[src/pkg/issue_timing_pkg.sv]
// constants and types for the integer pipeline issue-timing controller
package issue_timing_pkg;

  localparam int CNT_W = 4;

  typedef enum logic [4:0] {
    CLS_NONE = 5'h00,
    CLS_HALFWORD_SIGNED_MULTIPLY = 5'h01,
    CLS_HALFWORD_MULTIPLY_ACCUMULATE = 5'h02,
    CLS_SIGNED_LONG_MULTIPLY_ACCUMULATE = 5'h03,
    CLS_WORD_BY_HALFWORD_MULTIPLY = 5'h04,
    CLS_WORD_BY_HALFWORD_ACCUMULATE = 5'h05,
    CLS_WORD_MULTIPLY = 5'h06,
    CLS_LONG_MULTIPLY = 5'h07,
    CLS_BRANCH = 5'h08,
    CLS_STATUS_READ = 5'h09,
    CLS_STATUS_WRITE_FLAGS = 5'h0a,
    CLS_STATUS_WRITE_FULL = 5'h0b,
    CLS_SAVED_STATUS_WRITE = 5'h0c,
    CLS_SOFTWARE_INTERRUPT = 5'h0d,
    CLS_LOAD = 5'h0e,
    CLS_STORE = 5'h0f
  } instr_class_type;

  typedef enum logic [2:0] {
    BR_PLAIN = 3'h0,
    BR_WITH_LINK = 3'h1,
    BR_EXCHANGE = 3'h2,
    BR_LINK_EXCHANGE_REG = 3'h3,
    BR_LINK_EXCHANGE_IMM = 3'h4,
    BR_STATE_SWITCH = 3'h5
  } branch_kind_type;

  // cycle figures, all in core clock cycles
  localparam logic [CNT_W-1:0] CYC_0 = 4'h0;
  localparam logic [CNT_W-1:0] CYC_1 = 4'h1;
  localparam logic [CNT_W-1:0] CYC_2 = 4'h2;
  localparam logic [CNT_W-1:0] CYC_3 = 4'h3;
  localparam logic [CNT_W-1:0] CYC_4 = 4'h4;
  localparam logic [CNT_W-1:0] CYC_5 = 4'h5;
  localparam logic [CNT_W-1:0] CYC_7 = 4'h7;
  localparam logic [CNT_W-1:0] CYC_9 = 4'h9;

  localparam logic [CNT_W-1:0] BRANCH_REFILL_CYC = CYC_5;
  localparam logic [CNT_W-1:0] BRANCH_FLUSHED_CYC = CYC_3;
  localparam logic [CNT_W-1:0] LINK_FOLDED_CYC = CYC_1;
  localparam logic [CNT_W-1:0] LOAD_DATA_EXTRA_CYC = CYC_1;

  localparam logic [4:0] SHIFT_ZERO = 5'h00;
  localparam logic [4:0] SHIFT_TWO = 5'h02;

  // event timer indices
  localparam int EV_LO = 0;
  localparam int EV_HI = 1;
  localparam int EV_FLAGS = 2;
  localparam int EV_BASE = 3;
  localparam int EV_LOAD = 4;
  localparam int EV_NUM = 5;

endpackage : issue_timing_pkg

[src/rtl/event_countdown.sv]
// one result-availability timer: pulses when its latency has elapsed
`timescale 1ns/1ps
module event_countdown
  import issue_timing_pkg::*;
(
  input wire logic clock_i,
  input wire logic srst_i,
  input wire logic load_i,
  input wire logic [CNT_W-1:0] latency_i,
  output logic pending_o,
  output logic done_o
);

  logic [CNT_W-1:0] count_reg;
  logic [CNT_W-1:0] count_next;
  logic done_reg;
  logic done_next;

  // an earlier event about to fire still fires when a new one is loaded
  always_comb
  begin
    done_next = (count_reg == CYC_1) || (load_i && (latency_i == CYC_1));
    if (load_i && (latency_i != CYC_0))
    begin
      count_next = latency_i - CYC_1;
    end
    else if (count_reg != CYC_0)
    begin
      count_next = count_reg - CYC_1;
    end
    else
    begin
      count_next = CYC_0;
    end
  end

  always_ff @(posedge clock_i)
  begin
    if (srst_i)
    begin
      count_reg <= CYC_0;
      done_reg <= 1'b0;
    end
    else
    begin
      count_reg <= count_next;
      done_reg <= done_next;
    end
  end

  assign pending_o = (count_reg != CYC_0);
  assign done_o = done_reg;

endmodule : event_countdown

[src/rtl/issue_timing_ctrl.sv]
// issue and result-latency controller for the integer pipeline
`timescale 1ns/1ps
module issue_timing_ctrl
  import issue_timing_pkg::*;
(
  input wire logic clock_i,
  input wire logic srst_i,
  input wire logic issue_valid_i,
  input wire instr_class_type instr_class_i,
  input wire logic cond_pass_i,
  input wire logic set_flags_i,
  input wire logic scaled_offset_i,
  input wire logic offset_subtract_i,
  input wire logic [4:0] shift_amount_i,
  input wire logic pre_indexed_i,
  input wire logic base_writeback_i,
  input wire logic pc_dest_i,
  input wire branch_kind_type branch_kind_i,
  input wire logic branch_conditional_i,
  input wire logic branch_backward_i,
  input wire logic predict_enable_i,
  input wire logic prefetch_flushed_i,
  input wire logic dep_result_i,
  input wire logic dep_flags_i,
  input wire logic dep_base_i,
  input wire logic load_store_pipe_empty_i,
  output logic issue_ready_o,
  output logic interlock_o,
  output logic drain_wait_o,
  output logic [CNT_W-1:0] exec_cycles_o,
  output logic exec_busy_o,
  output logic predict_taken_o,
  output logic mispredict_o,
  output logic result_lo_o,
  output logic result_hi_o,
  output logic flags_ready_o,
  output logic base_ready_o,
  output logic load_data_o
);

  logic [CNT_W-1:0] exec_cyc;
  logic [CNT_W-1:0] lat [EV_NUM];
  logic needs_drain;
  logic scaled_slow;
  logic predictable;
  logic predicted_taken;
  logic accept;
  logic [EV_NUM-1:0] ev_pending;
  logic [EV_NUM-1:0] ev_done;
  logic [EV_NUM-1:0] ev_load;
  logic [CNT_W-1:0] branch_cyc;
  logic result_pending;
  logic flags_pending;
  logic base_pending;

  // registered state: execute countdown, cost and branch outcome
  logic [CNT_W-1:0] busy_reg;
  logic [CNT_W-1:0] busy_next;
  logic [CNT_W-1:0] cost_reg;
  logic [CNT_W-1:0] cost_next;
  logic pred_reg;
  logic pred_next;
  logic mispred_reg;
  logic mispred_next;

  // shifts the address adder folds in need no extra cycles
  // optimised scaled forms
  assign scaled_slow = scaled_offset_i && !(
    (!offset_subtract_i && (shift_amount_i == SHIFT_ZERO || shift_amount_i == SHIFT_TWO)) ||
    (offset_subtract_i && shift_amount_i == SHIFT_ZERO));

  assign predictable = predict_enable_i && (branch_kind_i == BR_PLAIN ||
    branch_kind_i == BR_WITH_LINK || branch_kind_i == BR_LINK_EXCHANGE_IMM);
  // forward conditional branches are guessed not taken
  assign predicted_taken = !branch_conditional_i || branch_backward_i;

  // decode of execute cycles and latencies; zero latency means no event
  always_comb
  begin
    exec_cyc = CYC_1;
    needs_drain = 1'b0;
    for (int i = 0; i < EV_NUM; i++)
    begin
      lat[i] = CYC_0;
    end
    case (instr_class_i)
      CLS_HALFWORD_SIGNED_MULTIPLY, CLS_WORD_BY_HALFWORD_MULTIPLY:
      begin
        exec_cyc = CYC_1;
        lat[EV_LO] = CYC_2;
      end
      CLS_HALFWORD_MULTIPLY_ACCUMULATE, CLS_WORD_BY_HALFWORD_ACCUMULATE:
      begin
        exec_cyc = CYC_2;
        lat[EV_LO] = CYC_2;
      end
      CLS_SIGNED_LONG_MULTIPLY_ACCUMULATE:
      begin
        exec_cyc = CYC_2;
        lat[EV_LO] = CYC_2;
        lat[EV_HI] = CYC_2 + CYC_1;
      end
      // word multiply, flags add two cycles
      CLS_WORD_MULTIPLY:
      begin
        exec_cyc = set_flags_i ? CYC_4 : CYC_2;
        lat[EV_LO] = CYC_3;
        lat[EV_FLAGS] = set_flags_i ? CYC_4 : CYC_0;
        // fail column is two cycles, flags or not
        if (!cond_pass_i)
        begin
          exec_cyc = CYC_2;
        end
      end
      CLS_LONG_MULTIPLY:
      begin
        exec_cyc = set_flags_i ? CYC_5 : CYC_3;
        lat[EV_LO] = CYC_3;
        lat[EV_HI] = CYC_3 + CYC_1;
        lat[EV_FLAGS] = set_flags_i ? CYC_5 : CYC_0;
        // flag forms sit in execute while the flags are formed
        if (!cond_pass_i)
        begin
          exec_cyc = CYC_2;
        end
      end
      // branch cost from its own decode
      CLS_BRANCH:
      begin
        exec_cyc = branch_cyc;
      end
      CLS_STATUS_READ:
      begin
        exec_cyc = CYC_1;
        lat[EV_LO] = CYC_1;
      end
      CLS_STATUS_WRITE_FLAGS:
      begin
        exec_cyc = CYC_1;
        lat[EV_FLAGS] = CYC_1;
      end
      // a passing full status write waits for an empty load/store pipe
      CLS_STATUS_WRITE_FULL:
      begin
        exec_cyc = cond_pass_i ? CYC_5 : CYC_1;
        needs_drain = cond_pass_i;
        lat[EV_FLAGS] = CYC_5;
      end
      CLS_SAVED_STATUS_WRITE:
      begin
        exec_cyc = cond_pass_i ? CYC_4 : CYC_2;
      end
      CLS_SOFTWARE_INTERRUPT:
      begin
        exec_cyc = cond_pass_i ? CYC_5 : CYC_2;
      end
      CLS_LOAD, CLS_STORE:
      begin
        exec_cyc = scaled_slow ? (cond_pass_i ? CYC_3 : CYC_2) : CYC_1;
        if (instr_class_i == CLS_LOAD && pc_dest_i)
        begin
          exec_cyc = cond_pass_i ? (scaled_slow ? CYC_9 : CYC_7) : CYC_2;
        end
        if (base_writeback_i)
        begin
          lat[EV_BASE] = (scaled_slow && pre_indexed_i) ? CYC_3 : CYC_1;
        end
        // load data one cycle after last execute
        if (instr_class_i == CLS_LOAD && !pc_dest_i)
        begin
          lat[EV_LOAD] = exec_cyc + LOAD_DATA_EXTRA_CYC;
        end
      end
      default:
      begin
        // unlisted classes behave as one-cycle instructions
        exec_cyc = CYC_1;
      end
    endcase
  end

  // branch cost; mispredicted forms pay the refill, other not-taken forms the fail figure of their kind
  always_comb
  begin
    if (predictable && (predicted_taken == cond_pass_i))
    begin
      if (!cond_pass_i)
      begin
        branch_cyc = (branch_kind_i == BR_PLAIN) ? CYC_1 : CYC_2;
      end
      else if (branch_kind_i == BR_PLAIN)
      begin
        branch_cyc = prefetch_flushed_i ? BRANCH_FLUSHED_CYC : CYC_0;
      end
      else
      begin
        branch_cyc = prefetch_flushed_i ? BRANCH_FLUSHED_CYC : LINK_FOLDED_CYC;
      end
    end
    else if (predictable)
    begin
      branch_cyc = BRANCH_REFILL_CYC;
    end
    else
    begin
      branch_cyc = cond_pass_i ? BRANCH_REFILL_CYC :
        ((branch_kind_i == BR_PLAIN) ? CYC_1 : CYC_2);
    end
  end

  // hold a dependent instruction until its producer's latency elapses
  assign result_pending = ev_pending[EV_LO] || ev_pending[EV_HI] || ev_pending[EV_LOAD];
  assign flags_pending = ev_pending[EV_FLAGS];
  assign base_pending = ev_pending[EV_BASE];
  // an operand the offered instruction does not read never stalls it
  assign interlock_o = issue_valid_i && ((dep_result_i && result_pending) ||
    (dep_flags_i && flags_pending) || (dep_base_i && base_pending));
  // limitation: a slow load/store pipe stretches this wait
  // drain wait
  assign drain_wait_o = issue_valid_i && (busy_reg == CYC_0) && needs_drain &&
    !load_store_pipe_empty_i;
  // best case only: no cache miss or conflict stall modelled
  assign issue_ready_o = (busy_reg == CYC_0) && !interlock_o && !drain_wait_o;
  // a take is one edge with valid and ready both high
  assign accept = issue_valid_i && issue_ready_o;
  assign exec_busy_o = (busy_reg != CYC_0);

  // one timer per result kind, so a newer producer takes over its timer
  // one timer per result event
  genvar g;
  generate
    for (g = 0; g < EV_NUM; g++)
    begin : g_event
      // failed instructions raise no result events
      assign ev_load[g] = accept && cond_pass_i && (lat[g] != CYC_0);
      event_countdown event_countdown_inst (
        .clock_i(clock_i),
        .srst_i(srst_i),
        .load_i(ev_load[g]),
        .latency_i(lat[g]),
        .pending_o(ev_pending[g]),
        .done_o(ev_done[g])
      );
    end
  endgenerate

  always_comb
  begin
    busy_next = (busy_reg != CYC_0) ? busy_reg - CYC_1 : CYC_0;
    cost_next = cost_reg;
    pred_next = pred_reg;
    mispred_next = 1'b0;
    if (accept)
    begin
      // the issue cycle itself counts as the first execute cycle
      busy_next = (exec_cyc != CYC_0) ? exec_cyc - CYC_1 : CYC_0;
      cost_next = exec_cyc;
      pred_next = (instr_class_i == CLS_BRANCH) && predictable && predicted_taken;
      mispred_next = (instr_class_i == CLS_BRANCH) && predictable &&
        (predicted_taken != cond_pass_i);
    end
  end

  // registered so the cost and prediction stand until the next take
  always_ff @(posedge clock_i)
  begin
    if (srst_i)
    begin
      busy_reg <= CYC_0;
      cost_reg <= CYC_0;
      pred_reg <= 1'b0;
      mispred_reg <= 1'b0;
    end
    else
    begin
      busy_reg <= busy_next;
      cost_reg <= cost_next;
      pred_reg <= pred_next;
      mispred_reg <= mispred_next;
    end
  end

  // event pulses come straight from the timer flip-flops
  assign exec_cycles_o = cost_reg;
  assign predict_taken_o = pred_reg;
  assign mispredict_o = mispred_reg;
  assign result_lo_o = ev_done[EV_LO];
  assign result_hi_o = ev_done[EV_HI];
  assign flags_ready_o = ev_done[EV_FLAGS];
  assign base_ready_o = ev_done[EV_BASE];
  assign load_data_o = ev_done[EV_LOAD];

endmodule : issue_timing_ctrl

[config.mk]
export PLATFORM = sky130hd
export DESIGN_NAME = issue_timing_ctrl
export DESIGN_NICKNAME = d
export VERILOG_FILES = /design/src/pkg/issue_timing_pkg.sv /design/src/rtl/event_countdown.sv /design/src/rtl/issue_timing_ctrl.sv
export SDC_FILE = /design/constraint.sdc
export NUM_CORES = 1
export LEC_CHECK = 0
export BUFFER_PORTS_ARGS = -buffer_cell sky130_fd_sc_hd__buf_2
export CORE_UTILIZATION = 25
export DETAILED_ROUTE_END_ITERATION = 7
export GPL_TIMING_DRIVEN = 0
export SETUP_SLACK_MARGIN = 0.3
export SLEW_MARGIN = 0
export SYNTH_ARGS = -nofsm -noshare
export SYNTH_HDL_FRONTEND = slang
export SYNTH_SLANG_ARGS = --single-unit
[constraint.sdc]
create_clock -name clock_i -period 5.65 [get_ports clock_i]
set_input_delay 0.565 -clock clock_i [delete_from_list [all_inputs] [get_ports clock_i]]
set_output_delay 0.565 -clock clock_i [all_outputs]
set_load 0.05 [all_outputs]
**Word level (Yosys, flattened, before mapping)**

Index checks and enable logic that the tools add are counted.

- Register bits: 35
- Input bits: 31
- Output and inout bits: 15
- Word-level logic and storage cells: 181

- Add/subtract/negate cells: 13
- Equal/unequal tests: 30
- Mux-type cells: 45
- Bitwise logic cells: 1
- Reduce and logical (&&, ||, !) cells: 78

Operators with widths:

| kind | number |
|---|---|
| 4-bit 2-to-1 mux | 19 |
| 4-bit nonzero test | 12 |
| 5-bit by 4-bit equality test with 1-bit output (second input constant) | 8 |
| 1-bit logical AND | 37 |
| 3-bit 2-to-1 mux | 11 |
| 4-bit one-hot mux with 8 select lines | 1 |
| 4-bit by 1-bit subtractor with 4-bit output (second input constant) | 8 |
| 4-bit by 1-bit equality test with 1-bit output (second input constant) | 6 |
| 5-bit by 3-bit equality test with 1-bit output (second input constant) | 4 |
| 2-bit 2-to-1 mux | 8 |
| 5-bit by 2-bit equality test with 1-bit output (second input constant) | 3 |
| 1-bit logical OR | 14 |
| 3-bit one-hot mux with 4 select lines | 1 |
| 3-bit by 1-bit equality test with 1-bit output (second input constant) | 3 |
| 3-bit by 1-bit subtractor with 4-bit output (second input constant) | 2 |
| 1-bit zero test | 7 |
| 6-bit 2-to-1 mux | 1 |
| 2-bit one-hot mux with 3 select lines | 1 |
| 3-bit one-hot mux with 2 select lines | 1 |
| 2-bit OR reduction | 3 |
| 2-bit by 1-bit subtractor with 3-bit output (second input constant) | 2 |
| 5-bit by 1-bit equality test with 1-bit output (second input constant) | 1 |
| 5-bit zero test | 1 |
| 5-bit OR reduction | 1 |
| other kinds (10) | 12 |

**Logic depth before layout (Yosys ltp)**

Gate-level depths: netlist (run 1).

- Word-level depth: 17
- Gate-level depth with buffers: 11
- Depth with buffers taken out: 11

**Cells and area by module**

A second synthesis (run 1) with hierarchy kept.

- Cell total of the unflattened synthesis: 326
- Area total of the unflattened synthesis: 2,692.6 um2

By module, submodules not included:

| module | instances | cells an instance | area an instance (um2) | seq. area each (um2) |
|---|---|---|---|---|
| event_countdown | 5 | 35 | 317.8 | 100.1 |
| issue_timing_ctrl | 1 | 151 | 1,103.6 | 200.2 |

**Worst setup path before layout (run 1)**

No wires, ideal clock.

- Path type: in2reg
- From: input instr_class_i[1]
- To: register g_event[4].event_countdown_inst.count_reg[3]
- Setup time: 0.070 ns
- Arrival time: 2.522 ns
- Required time: 5.580 ns
- Path slack: 3.058 ns
- Stages on the path: 11
- Buffers on the path: 0
- Cell sequence: nor2b_1 > and3_1 > a21oi_1 > nor2_1 > inv_1 > ha_1 > nand2_1 > ha_1 > a21oi_4 > or3b_2 > a21oi_1

- Word-level cells in the longest chain between the ends: 11
- Elaborated cells between the ends (all ways): 23
- Classes of those cells: add/sub (2); eq/ne (3); mux (6); reduce/logical (12)

Ends and longest elaborated chain:

| element | RTL line | text |
|---|---|---|
| start: declaration | issue_timing_ctrl.sv:9 | `input wire instr_class_type instr_class_i,` |
| parallel branches: the longest is 10 deep, another holds 4-bit by 1-bit adder with 4-bit output | - |  |
| 4-bit 2-to-1 mux (*) | event_countdown.sv:23 | `if (load_i && (latency_i != CYC_0))` |
| end signal: assignment | event_countdown.sv:46 | `count_reg <= count_next;` |
| end: declaration | event_countdown.sv:14 | `logic [CNT_W-1:0] count_reg;` |

Mark *: on every way between the ends. The select of a mux whose other input is x is not followed.
A chain may end at the register's enable or synchronous reset.

**Worst setup path in the final report (run 1)**

- From: input offset_subtract_i
- To: register g_event[4].event_countdown_inst.count_reg[3]

- Word-level cells in the longest chain between the ends: 16
- Elaborated cells between the ends (all ways): 19
- Classes of those cells: add/sub (2); mux (8); reduce/logical (9)

Ends and longest elaborated chain:

| element | RTL line | text |
|---|---|---|
| start: declaration | issue_timing_ctrl.sv:13 | `input wire logic offset_subtract_i,` |
| 1-bit zero test | issue_timing_ctrl.sv:69 | `(!offset_subtract_i && (shift_amount_i == SHIFT_ZERO \|\| shift_amount_i == SHIFT_TWO)) \|\|` |
| 1-bit logical AND | issue_timing_ctrl.sv:69 |  |
| 1-bit logical OR (*) | issue_timing_ctrl.sv:69 |  |
| 1-bit zero test (*) | issue_timing_ctrl.sv:68 | `assign scaled_slow = scaled_offset_i && !(` |
| 1-bit logical AND (*) | issue_timing_ctrl.sv:68 |  |
| 4-bit 2-to-1 mux (2 in a row) | issue_timing_ctrl.sv:162 | `exec_cyc = cond_pass_i ? (scaled_slow ? CYC_9 : CYC_7) : CYC_2;` |
| 4-bit 2-to-1 mux (*) | issue_timing_ctrl.sv:160 | `if (instr_class_i == CLS_LOAD && pc_dest_i)` |
| 4-bit 2-to-1 mux (*) | issue_timing_ctrl.sv:86 | `case (instr_class_i)` |
| 4-bit by 1-bit adder with 4-bit output (*) | issue_timing_ctrl.sv:171 | `lat[EV_LOAD] = exec_cyc + LOAD_DATA_EXTRA_CYC;` |
| 4-bit 2-to-1 mux (*) | issue_timing_ctrl.sv:169 | `if (instr_class_i == CLS_LOAD && !pc_dest_i)` |
| 6-bit 2-to-1 mux (*) | issue_timing_ctrl.sv:86 |  |
| parallel branches: the longest is 3 deep, another holds 4-bit by 1-bit subtractor with 4-bit output | - |  |
| 4-bit 2-to-1 mux (*) | event_countdown.sv:23 |  |

Marks and branches as above.

==> impl_metrics.xml, run 1 <==
<?xml version="1.0" encoding="UTF-8"?>
<metrics>
  <group name="setup_path">
    <metric name="timing.critical_path.required" unit="ps">5860</metric>
    <metric name="cp_cell_sequence" unit="">buf_2 &gt; nand2_1 &gt; a21boi_0 &gt; and4_1 &gt; nor2_1 &gt; ha_1 &gt; nand2_1 &gt; ha_1 &gt; a21oi_4 &gt; or3b_2 &gt; a21oi_1</metric>
    <metric name="critPathMaxStageDelay" unit="ps">550</metric>
    <metric name="worstSetupPathType" unit="">in -&gt; reg</metric>
    <metric name="critPathArrivalTime" unit="ps">2970</metric>
    <metric name="end_kind" unit="">flip-flop</metric>
    <metric name="crit_path_top_delay_cell" unit="">a21boi_0</metric>
    <metric name="worstSetupStartpointType" unit="">input pin</metric>
    <metric name="critPathBufInv" unit="">1</metric>
    <metric name="critical_path.max_fanout" unit="">8</metric>
    <metric name="critical-path-top-delay-family" unit="">simple AND/OR/NAND/NOR gates</metric>
  </group>
  <group name="yosys">
    <metric name="postSynth.asyncResetShare" unit="%">0</metric>
    <metric name="ys_dominant_reg_cell" unit="">dfxtp_1</metric>
    <metric name="synthesis.instances" unit="">285</metric>
    <metric name="mappedNetlistArea" unit="sq mm">0.002201</metric>
    <metric name="synth-edff-count" unit="">0</metric>
    <metric name="synth.yosys.seq_area_share" unit="%">31.84</metric>
    <metric name="synthDominantCellAreaShare" unit="%">31.84</metric>
    <metric name="yosysUniqueCellTypes" unit="">49</metric>
    <metric name="synthDominantAreaCellType" unit="">dfxtp_1</metric>
    <metric name="ys_top_cells_by_area" unit="">dfxtp_1, nor3_1, ha_1</metric>
    <metric name="ys_seq_elements" unit="">35</metric>
    <metric name="syn-num-nets" unit="">326</metric>
    <metric name="yosys_warnings" unit="">0</metric>
    <metric name="avgSynthCellArea" unit="sq um">7.722</metric>
  </group>
  <group name="timing">
    <metric name="layout_worst_path_cycle_share" unit="%">48.77</metric>
    <metric name="finalSetupViolCount" unit="">0</metric>
    <metric name="setup_repair_after_global_routing_missed_its_margin" unit="">false</metric>
    <metric name="slew_violations" unit="">0</metric>
    <metric name="slew_headroom" unit="%">52.30</metric>
    <metric name="worst-slew-pin-transition" unit="ps">704.3</metric>
    <metric name="fin_worst_skew" unit="ps">7.926</metric>
    <metric name="totalNegativeSetupSlack" unit="ps">0</metric>
    <metric name="report.final.hold_viol_count" unit="">0</metric>
    <metric name="max_freq" unit="MHz">362.9</metric>
    <metric name="clock_period_minus_final_worst_setup_slack" unit="ps">2755</metric>
  </group>
  <group name="drt">
    <metric name="route.layer.met1.wl" unit="microns">2708</metric>
    <metric name="vias_per_cell" unit="">5.100</metric>
    <metric name="dr_wl_met2" unit="microns">2642</metric>
    <metric name="postRouteWirelength" unit="microns">5744</metric>
    <metric name="wl_met3" unit="microns">314</metric>
    <metric name="drtAntennaViolNets" unit="">0</metric>
    <metric name="route.detailed.drc" unit="">0</metric>
    <metric name="detail_route.wl_per_cell" unit="microns">13.05</metric>
    <metric name="vias" unit="">2244</metric>
    <metric name="iteration_count_of_the_initial_detailed_routing_pass" unit="">4</metric>
    <metric name="drtIter0Drc" unit="">133</metric>
    <metric name="route.top_layer_used" unit="">met4</metric>
  </group>
  <group name="global_route">
    <metric name="first_global_vias" unit="">2047</metric>
    <metric name="grt_pass1_wl" unit="microns">9411</metric>
    <metric name="grt_antenna_before_repair" unit="">0</metric>
    <metric name="grt_remaining_overflow" unit="">0</metric>
    <metric name="grt_start_max_net_pins" unit="">11</metric>
    <metric name="gr-usage-all-layers" unit="%">13.23</metric>
  </group>
  <group name="final_layout">
    <metric name="multiInputGateArea" unit="sq mm">0.001419</metric>
    <metric name="register_area" unit="sq um">700.7</metric>
    <metric name="final_cell_area" unit="sq mm">0.002635</metric>
    <metric name="number_of_flip_flops_under_the_largest_register_name" unit="">20</metric>
    <metric name="post_route_cells_drive_above_1_share" unit="%">18.81</metric>
    <metric name="insertedDiodeCount" unit="">0</metric>
    <metric name="layout.nets" unit="">376</metric>
    <metric name="areaGrowthSynthToFinish" unit="%">19.73</metric>
    <metric name="layout.filler_cells" unit="">909</metric>
  </group>
  <group name="clock_network">
    <metric name="ctsResizeCount" unit="">0</metric>
    <metric name="ctsLongestPathBuffers" unit="">2</metric>
    <metric name="clock_sinks" unit="">35</metric>
    <metric name="clock_latency_reported_for_the_late_side_of_the_worst_skew_pair" unit="ps">290</metric>
    <metric name="htreeDepth" unit="">2</metric>
    <metric name="cts-root-buf" unit="">clkbuf_8</metric>
    <metric name="cts_hold_buffers" unit="">0</metric>
    <metric name="path_clk_slew" unit="ps">70</metric>
    <metric name="cts_tree" unit="">yes</metric>
    <metric name="post_cts.repair.setup_buffers" unit="">0</metric>
    <metric name="cts_inserted_buffers" unit="">5</metric>
  </group>
  <group name="power_and_ir_drop">
    <metric name="power.combinational.fraction" unit="%">21.7</metric>
    <metric name="post-layout-total-power" unit="mW">0.5673</metric>
    <metric name="p_switching" unit="mW">0.1772</metric>
    <metric name="netSwitchingFraction" unit="%">31.24</metric>
    <metric name="static-leakage-power" unit="nW">1.033</metric>
    <metric name="power.share.clock" unit="%">32.8</metric>
    <metric name="power.internal" unit="mW">0.3900</metric>
    <metric name="ir_drop" unit="uV">69.12</metric>
    <metric name="cellPowerDensity" unit="mW/mm^2">215.3</metric>
    <metric name="seqPwrFrac" unit="%">45.5</metric>
  </group>
  <group name="run">
    <metric name="maxCapViolations" unit="">0</metric>
  </group>
  <group name="place">
    <metric name="io_buffers" unit="">43</metric>
    <metric name="detailed_place.area" unit="sq mm">0.002547</metric>
    <metric name="globalplace.congestion" unit="">0.8575</metric>
    <metric name="detailed_place_hpwl" unit="microns">4408</metric>
  </group>
  <group name="hold_path">
    <metric name="hp-class" unit="">reg -&gt; reg</metric>
  </group>
  <group name="floorplan">
    <metric name="die_w" unit="microns">95.83</metric>
    <metric name="initial_core_util" unit="%">26.26</metric>
    <metric name="floorplan.core_area" unit="sq mm">0.008382</metric>
    <metric name="height_of_the_chip" unit="microns">95.83</metric>
    <metric name="fp.dieArea" unit="sq mm">0.009182</metric>
    <metric name="rows" unit="">33</metric>
    <metric name="i_o_pin_total" unit="">46</metric>
  </group>
  <group name="run_status">
    <metric name="outcome" unit="">completed</metric>
  </group>
</metrics>
## placed cells by master, fill, tap and decap left out, types with 3 or more instances in the layout
| master | count |
|---|---|
| nand2b_1 | 8 |
| mux2i_1 | 4 |
| nor3_1 | 26 |
| clkbuf_1 | 11 |
| o21ai_0 | 11 |
| buf_2 | 45 |
| nor2_1 | 30 |
| nand2_1 | 27 |
| dfxtp_1 | 35 |
| or2_2 | 3 |
| nor4_1 | 5 |
| clkbuf_8 | 6 |
| a21oi_1 | 16 |
| nand3b_1 | 5 |
| nand3_1 | 8 |
| nor2_2 | 3 |
| a211oi_1 | 9 |
| or3_1 | 9 |
| a22oi_1 | 3 |
| and3_1 | 4 |
| inv_1 | 7 |
| ha_1 | 10 |
| nor2b_1 | 6 |
| nor4b_1 | 5 |
## path summary, 6_finish.rpt
| path | depth (start not counted) | from | slack [ps] | to |
|---|---|---|---|---|
| setup / recovery | 11 | offset_subtract_i | 2890 | g_event[4].event_countdown_inst.count_reg[3] |
| hold reg to reg | 2 | exec_cycles_o[2] | 450 | exec_cycles_o[2] |
| hold / removal | 2 | exec_cycles_o[2] | 450 | exec_cycles_o[2] |
| setup reg to reg | 8 | g_event[1].event_countdown_inst.count_reg[0] | 3100 | g_event[3].event_countdown_inst.count_reg[1] |
## per-layer routing
layer,up-vias,track usage (%)
met5,-,0
met4,0,5.473
met3,7,3.555
met2,63,21.01
met1,1029,16.87
li1,1145,-
## layout make-up
type                            instances  share of cell area (%)
Inverter                                7                  0.9971
Clock buffer                            6                   3.134
Sequential cell                        35                   26.59
Timing Repair Buffer                   43                   8.167
Multi-Input combinational cell        229                   53.85
Clock inverter                          1                  0.1899
Buffer                                 14                   2.089
Tap cell                              105                   4.986
## kinds of logic after synthesis
| family | Yosys count | share of synthesized area, % |
|---|---|---|
| AND/OR/NAND/NOR | 153 | 37.64 |
| AO/OA/AOI/OAI | 59 | 18.14 |
| flip-flops | 35 | 31.84 |
| buffers and inverters | 21 | 3.695 |
| adder cells (fa/ha/maj) | 10 | 5.685 |
| multiplexers | 4 | 1.819 |
| XOR/XNOR | 3 | 1.194 |
## cells in the mapped netlist (4+ instances only)
master,instances
nand3b_1,5
nand2_1,27
nor4_1,5
nand3_1,8
nor2b_1,6
ha_1,10
inv_1,7
o21ai_0,11
and3_1,4
a21oi_1,16
nand2b_1,8
mux2i_1,4
or3_1,9
clkbuf_1,11
nor3_1,26
nor4b_1,5
nor2_1,30
a211oi_1,9
dfxtp_1,35
## stage by stage
stage	worst slack [ps]	std cells	utilization [%]	hold WS, ps
6_report	2895	440	31.44	455.0
4_1_cts	2894	440	31.44	460.1
3_5_place_dp	2596	433	30.39	449.2
3_3_place_gp	2625	433	30.39	443.7
2_1_floorplan	3058	285	-	455.0
5_1_grt	2678	440	31.44	484.5
## power by group through the flow
| stage | logic [mW] | registers [mW] | clock network (mW) |
|---|---|---|---|
| 5_1_grt | 0.137 | 0.259 | 0.203 |
| 3_3_place_gp | 0.122 | 0.264 | 0 |
| 2_1_floorplan | 0.0773 | 0.273 | 0 |
| 6_report | 0.123 | 0.258 | 0.186 |
| 3_5_place_dp | 0.124 | 0.264 | 0 |
| 4_1_cts | 0.124 | 0.258 | 0.191 |
## worst min-delay path: cells and delay by family, from the launching register on
family,cells,cell delay (ps)
DFF,1,310
and+or+nand+nor,1,50
AOI/OAI and AO/OA,1,50
Note: power is estimated with default switching activity, not from simulation.
==> run 2: changes to the inputs <==
--- a/config.mk
+++ b/config.mk
@@ -5,6 +5,7 @@
 export SDC_FILE = /design/constraint.sdc
 export NUM_CORES = 1
 export LEC_CHECK = 0
+export ABC_AREA = 1
 export BUFFER_PORTS_ARGS = -buffer_cell sky130_fd_sc_hd__buf_2
 export CORE_UTILIZATION = 25
 export DETAILED_ROUTE_END_ITERATION = 7
==> constraint.sdc (replaced) <==
create_clock -name clock_i -period 2.4 [get_ports clock_i]
set_input_delay 0.24 -clock clock_i [delete_from_list [all_inputs] [get_ports clock_i]]
set_output_delay 0.24 -clock clock_i [all_outputs]
set_load 0.05 [all_outputs]
==> run 2 against run 1 <==
Against the previous run:
- total power rose to 3.5 times the previous value
- worst setup slack got worse by 2500 ps
- highest routed layer unchanged
- critical path type unchanged
- area after synthesis rose by 9.7%
- final cell count rose by 28%
- wire length rose by 7.3%
- die area rose by 9.5%
- sequential cell count did not move
==> impl_metrics.xml, run 2 <==
<?xml version="1.0" encoding="UTF-8"?>
<metrics>
  <group name="drt">
    <metric name="drtAntennaViolNets" unit="">0</metric>
    <metric name="route.detailed.drc" unit="">0</metric>
    <metric name="vias" unit="">2497</metric>
    <metric name="vias_per_cell" unit="">4.419</metric>
    <metric name="drtIter0Drc" unit="">153</metric>
    <metric name="postRouteWirelength" unit="microns">6164</metric>
    <metric name="iteration_count_of_the_initial_detailed_routing_pass" unit="">4</metric>
    <metric name="detail_route.wl_per_cell" unit="microns">10.91</metric>
  </group>
  <group name="power_and_ir_drop">
    <metric name="cellPowerDensity" unit="mW/mm^2">683.8</metric>
    <metric name="ir_drop" unit="uV">358.8</metric>
    <metric name="seqPwrFrac" unit="%">34.3</metric>
    <metric name="static-leakage-power" unit="nW">1.495</metric>
    <metric name="p_switching" unit="mW">0.8474</metric>
    <metric name="power.combinational.fraction" unit="%">42.7</metric>
    <metric name="power.internal" unit="mW">1.154</metric>
    <metric name="netSwitchingFraction" unit="%">42.35</metric>
    <metric name="power.share.clock" unit="%">23.1</metric>
  </group>
  <group name="clock_network">
    <metric name="htreeDepth" unit="">2</metric>
    <metric name="clock_sinks" unit="">35</metric>
    <metric name="cts-root-buf" unit="">clkbuf_8</metric>
    <metric name="cts_tree" unit="">yes</metric>
    <metric name="cts_hold_buffers" unit="">0</metric>
    <metric name="cts_inserted_buffers" unit="">5</metric>
    <metric name="ctsLongestPathBuffers" unit="">2</metric>
    <metric name="path_clk_slew" unit="ps">70</metric>
    <metric name="clock_latency_reported_for_the_late_side_of_the_worst_skew_pair" unit="ps">280</metric>
  </group>
  <group name="timing">
    <metric name="worst-slew-pin-transition" unit="ps">616.1</metric>
    <metric name="clock_period_minus_final_worst_setup_slack" unit="ps">1968</metric>
    <metric name="finalSetupViolCount" unit="">0</metric>
    <metric name="slew_violations" unit="">0</metric>
    <metric name="report.final.hold_viol_count" unit="">0</metric>
    <metric name="fin_worst_skew" unit="ps">5.036</metric>
    <metric name="setup_repair_after_global_routing_missed_its_margin" unit="">true</metric>
    <metric name="slew_headroom" unit="%">58.93</metric>
    <metric name="layout_worst_path_cycle_share" unit="%">81.99</metric>
    <metric name="max_freq" unit="MHz">508.2</metric>
    <metric name="totalNegativeSetupSlack" unit="ps">0</metric>
  </group>
  <group name="final_layout">
    <metric name="post_route_cells_drive_above_1_share" unit="%">21.79</metric>
    <metric name="layout.nets" unit="">476</metric>
    <metric name="number_of_flip_flops_under_the_largest_register_name" unit="">20</metric>
    <metric name="layout.cells.most_common_list" unit="">nand2_1, nor2_1, inv_1</metric>
    <metric name="final_cell_area" unit="sq mm">0.002927</metric>
    <metric name="areaGrowthSynthToFinish" unit="%">21.25</metric>
    <metric name="layout.filler_cells" unit="">1068</metric>
    <metric name="multiInputGateArea" unit="sq mm">0.001450</metric>
    <metric name="register_area" unit="sq um">700.7</metric>
    <metric name="insertedDiodeCount" unit="">0</metric>
    <metric name="commonest_non_fill_non_tap_cell_in_the_layout" unit="">nand2_1</metric>
  </group>
  <group name="setup_path">
    <metric name="critical_path.max_fanout" unit="">6</metric>
    <metric name="regToRegSetupSlack" unit="ps">550</metric>
    <metric name="worstSetupPathType" unit="">in -&gt; reg</metric>
    <metric name="timing.critical_path.required" unit="ps">2630</metric>
    <metric name="critPathArrivalTime" unit="ps">2190</metric>
    <metric name="worstSetupStartpointType" unit="">input pin</metric>
    <metric name="end_kind" unit="">flip-flop</metric>
    <metric name="worstSetupStartpoint" unit="">instr_class_i[1]</metric>
    <metric name="reg2reg_from" unit="">busy_reg[1]</metric>
  </group>
  <group name="yosys">
    <metric name="ys_dominant_reg_cell" unit="">dfxtp_1</metric>
    <metric name="yosysUniqueCellTypes" unit="">36</metric>
    <metric name="synth-edff-count" unit="">0</metric>
    <metric name="postSynth.asyncResetShare" unit="%">0</metric>
    <metric name="avgSynthCellArea" unit="sq um">6.285</metric>
    <metric name="synth.top_cells.by_count" unit="">nand2_1, nor2_1, inv_1</metric>
    <metric name="syn-num-nets" unit="">425</metric>
    <metric name="yosys_warnings" unit="">0</metric>
    <metric name="synth.yosys.seq_area_share" unit="%">29.03</metric>
    <metric name="synthesis.instances" unit="">384</metric>
    <metric name="synthDominantAreaCellType" unit="">dfxtp_1</metric>
    <metric name="mappedNetlistArea" unit="sq mm">0.002414</metric>
    <metric name="ys_top_cells_by_area" unit="">dfxtp_1, nand2_1, nor2_1</metric>
    <metric name="ys_seq_elements" unit="">35</metric>
    <metric name="synthDominantCellAreaShare" unit="%">29.03</metric>
    <metric name="yosysMostFrequentCell" unit="">nand2_1</metric>
  </group>
  <group name="floorplan">
    <metric name="height_of_the_chip" unit="microns">100.3</metric>
    <metric name="die_w" unit="microns">100.3</metric>
    <metric name="fp.dieArea" unit="sq mm">0.01005</metric>
    <metric name="floorplan.core_area" unit="sq mm">0.009284</metric>
    <metric name="initial_core_util" unit="%">26.00</metric>
    <metric name="rows" unit="">35</metric>
    <metric name="i_o_pin_total" unit="">46</metric>
  </group>
  <group name="global_route">
    <metric name="grt_remaining_overflow" unit="">0</metric>
    <metric name="gr-usage-all-layers" unit="%">12.93</metric>
    <metric name="grt_antenna_before_repair" unit="">0</metric>
    <metric name="grt_start_max_net_pins" unit="">11</metric>
    <metric name="first_global_vias" unit="">2307</metric>
    <metric name="grt_pass1_wl" unit="microns">10400</metric>
  </group>
  <group name="place">
    <metric name="globalplace.congestion" unit="">0.8610</metric>
    <metric name="detailed_place_hpwl" unit="microns">4961</metric>
    <metric name="detailed_place.area" unit="sq mm">0.002788</metric>
    <metric name="io_buffers" unit="">42</metric>
  </group>
  <group name="hold_path">
    <metric name="hp-class" unit="">in -&gt; reg</metric>
    <metric name="hp-start" unit="">branch_kind_i[1]</metric>
  </group>
  <group name="run">
    <metric name="maxCapViolations" unit="">0</metric>
  </group>
  <group name="run_status">
    <metric name="outcome" unit="">completed</metric>
  </group>
</metrics>
[run 2: path summary, 6_finish.rpt]
kind	to	cells past startpoint
hold / removal	mispredict_o	4
setup / recovery	g_event[4].event_countdown_inst.count_reg[1]	13
setup reg to reg	g_event[2].event_countdown_inst.count_reg[0]	9
hold reg to reg	g_event[1].event_countdown_inst.done_o	1
[run 2: repair_timing]
item / CTS / global route
setup endpoints to repair: 0 / 7
buffers inserted: 0 / 2
gates resized for setup: 0 / 10
[run 2: cell families (layout without fill, tap and decap cells)]
kind of cell,Yosys count,in the layout,synth area share [%]
buffers and inverters,71,123,11.61
AO/OA/AOI/OAI,49,49,10.68
adder cells (fa/ha/maj),10,10,5.184
flip-flops,35,35,29.03
AND/OR/NAND/NOR,218,218,43.13
XOR/XNOR,1,1,0.3629
[run 2: layer usage]
layer	GRT usage, %	vias up	wire length [microns]
li1	-	1318	-
met1	16.77	1099	2865
met2	20.55	66	2803
met3	2.368	14	305
met4	6.466	0	189
met5	0	-	0
[run 2: final cells by class]
class,count,share of cell area [%]
repair buffers,44,7.995
clock buffers,8,3.420
well taps,129,5.515
flip-flops and latches,35,23.94
inverters,66,8.508
multi-input cells,278,49.55
plain buffers,5,1.069
[run 2: per-stage QoR]
stage | setup WS, ps | utilization, % | hold WS (ps) | power [mW] | instances
finish | 432.3 | 31.52 | 316.0 | 2.001 | 565
global route | 286.1 | 31.52 | 345.2 | 2.138 | 565
CTS | 347.6 | 31.11 | 300.5 | 2.002 | 563
detailed placement | 45.27 | 30.03 | 440.3 | 1.531 | 555
global placement | 101.4 | 30.03 | 441.0 | 1.518 | 555
floorplan | 432.9 | - | 417.7 | 1.336 | 384
[run 2: critical path, cell delays in order]
cell and delay (ps):
buf_2 150, inv_2 90, nor2_4 130, nand4_1 150, o21ai_2 180, inv_1 60
ha_1 280, nand2_1 110, ha_1 230, nand2_2 120, nand4_4 170, a21oi_1 150
and2_1 130
[run 2: power groups by stage]
| stage | logic [mW] | registers, mW | clock network (mW) |
|---|---|---|---|
| 2_1_floorplan | 0.561 | 0.774 | 0 |
| 3_3_place_gp | 0.820 | 0.698 | 0 |
| 3_5_place_dp | 0.831 | 0.700 | 0 |
| 4_1_cts | 0.835 | 0.686 | 0.481 |
| 5_1_grt | 0.942 | 0.694 | 0.501 |
| 6_report | 0.854 | 0.686 | 0.462 |
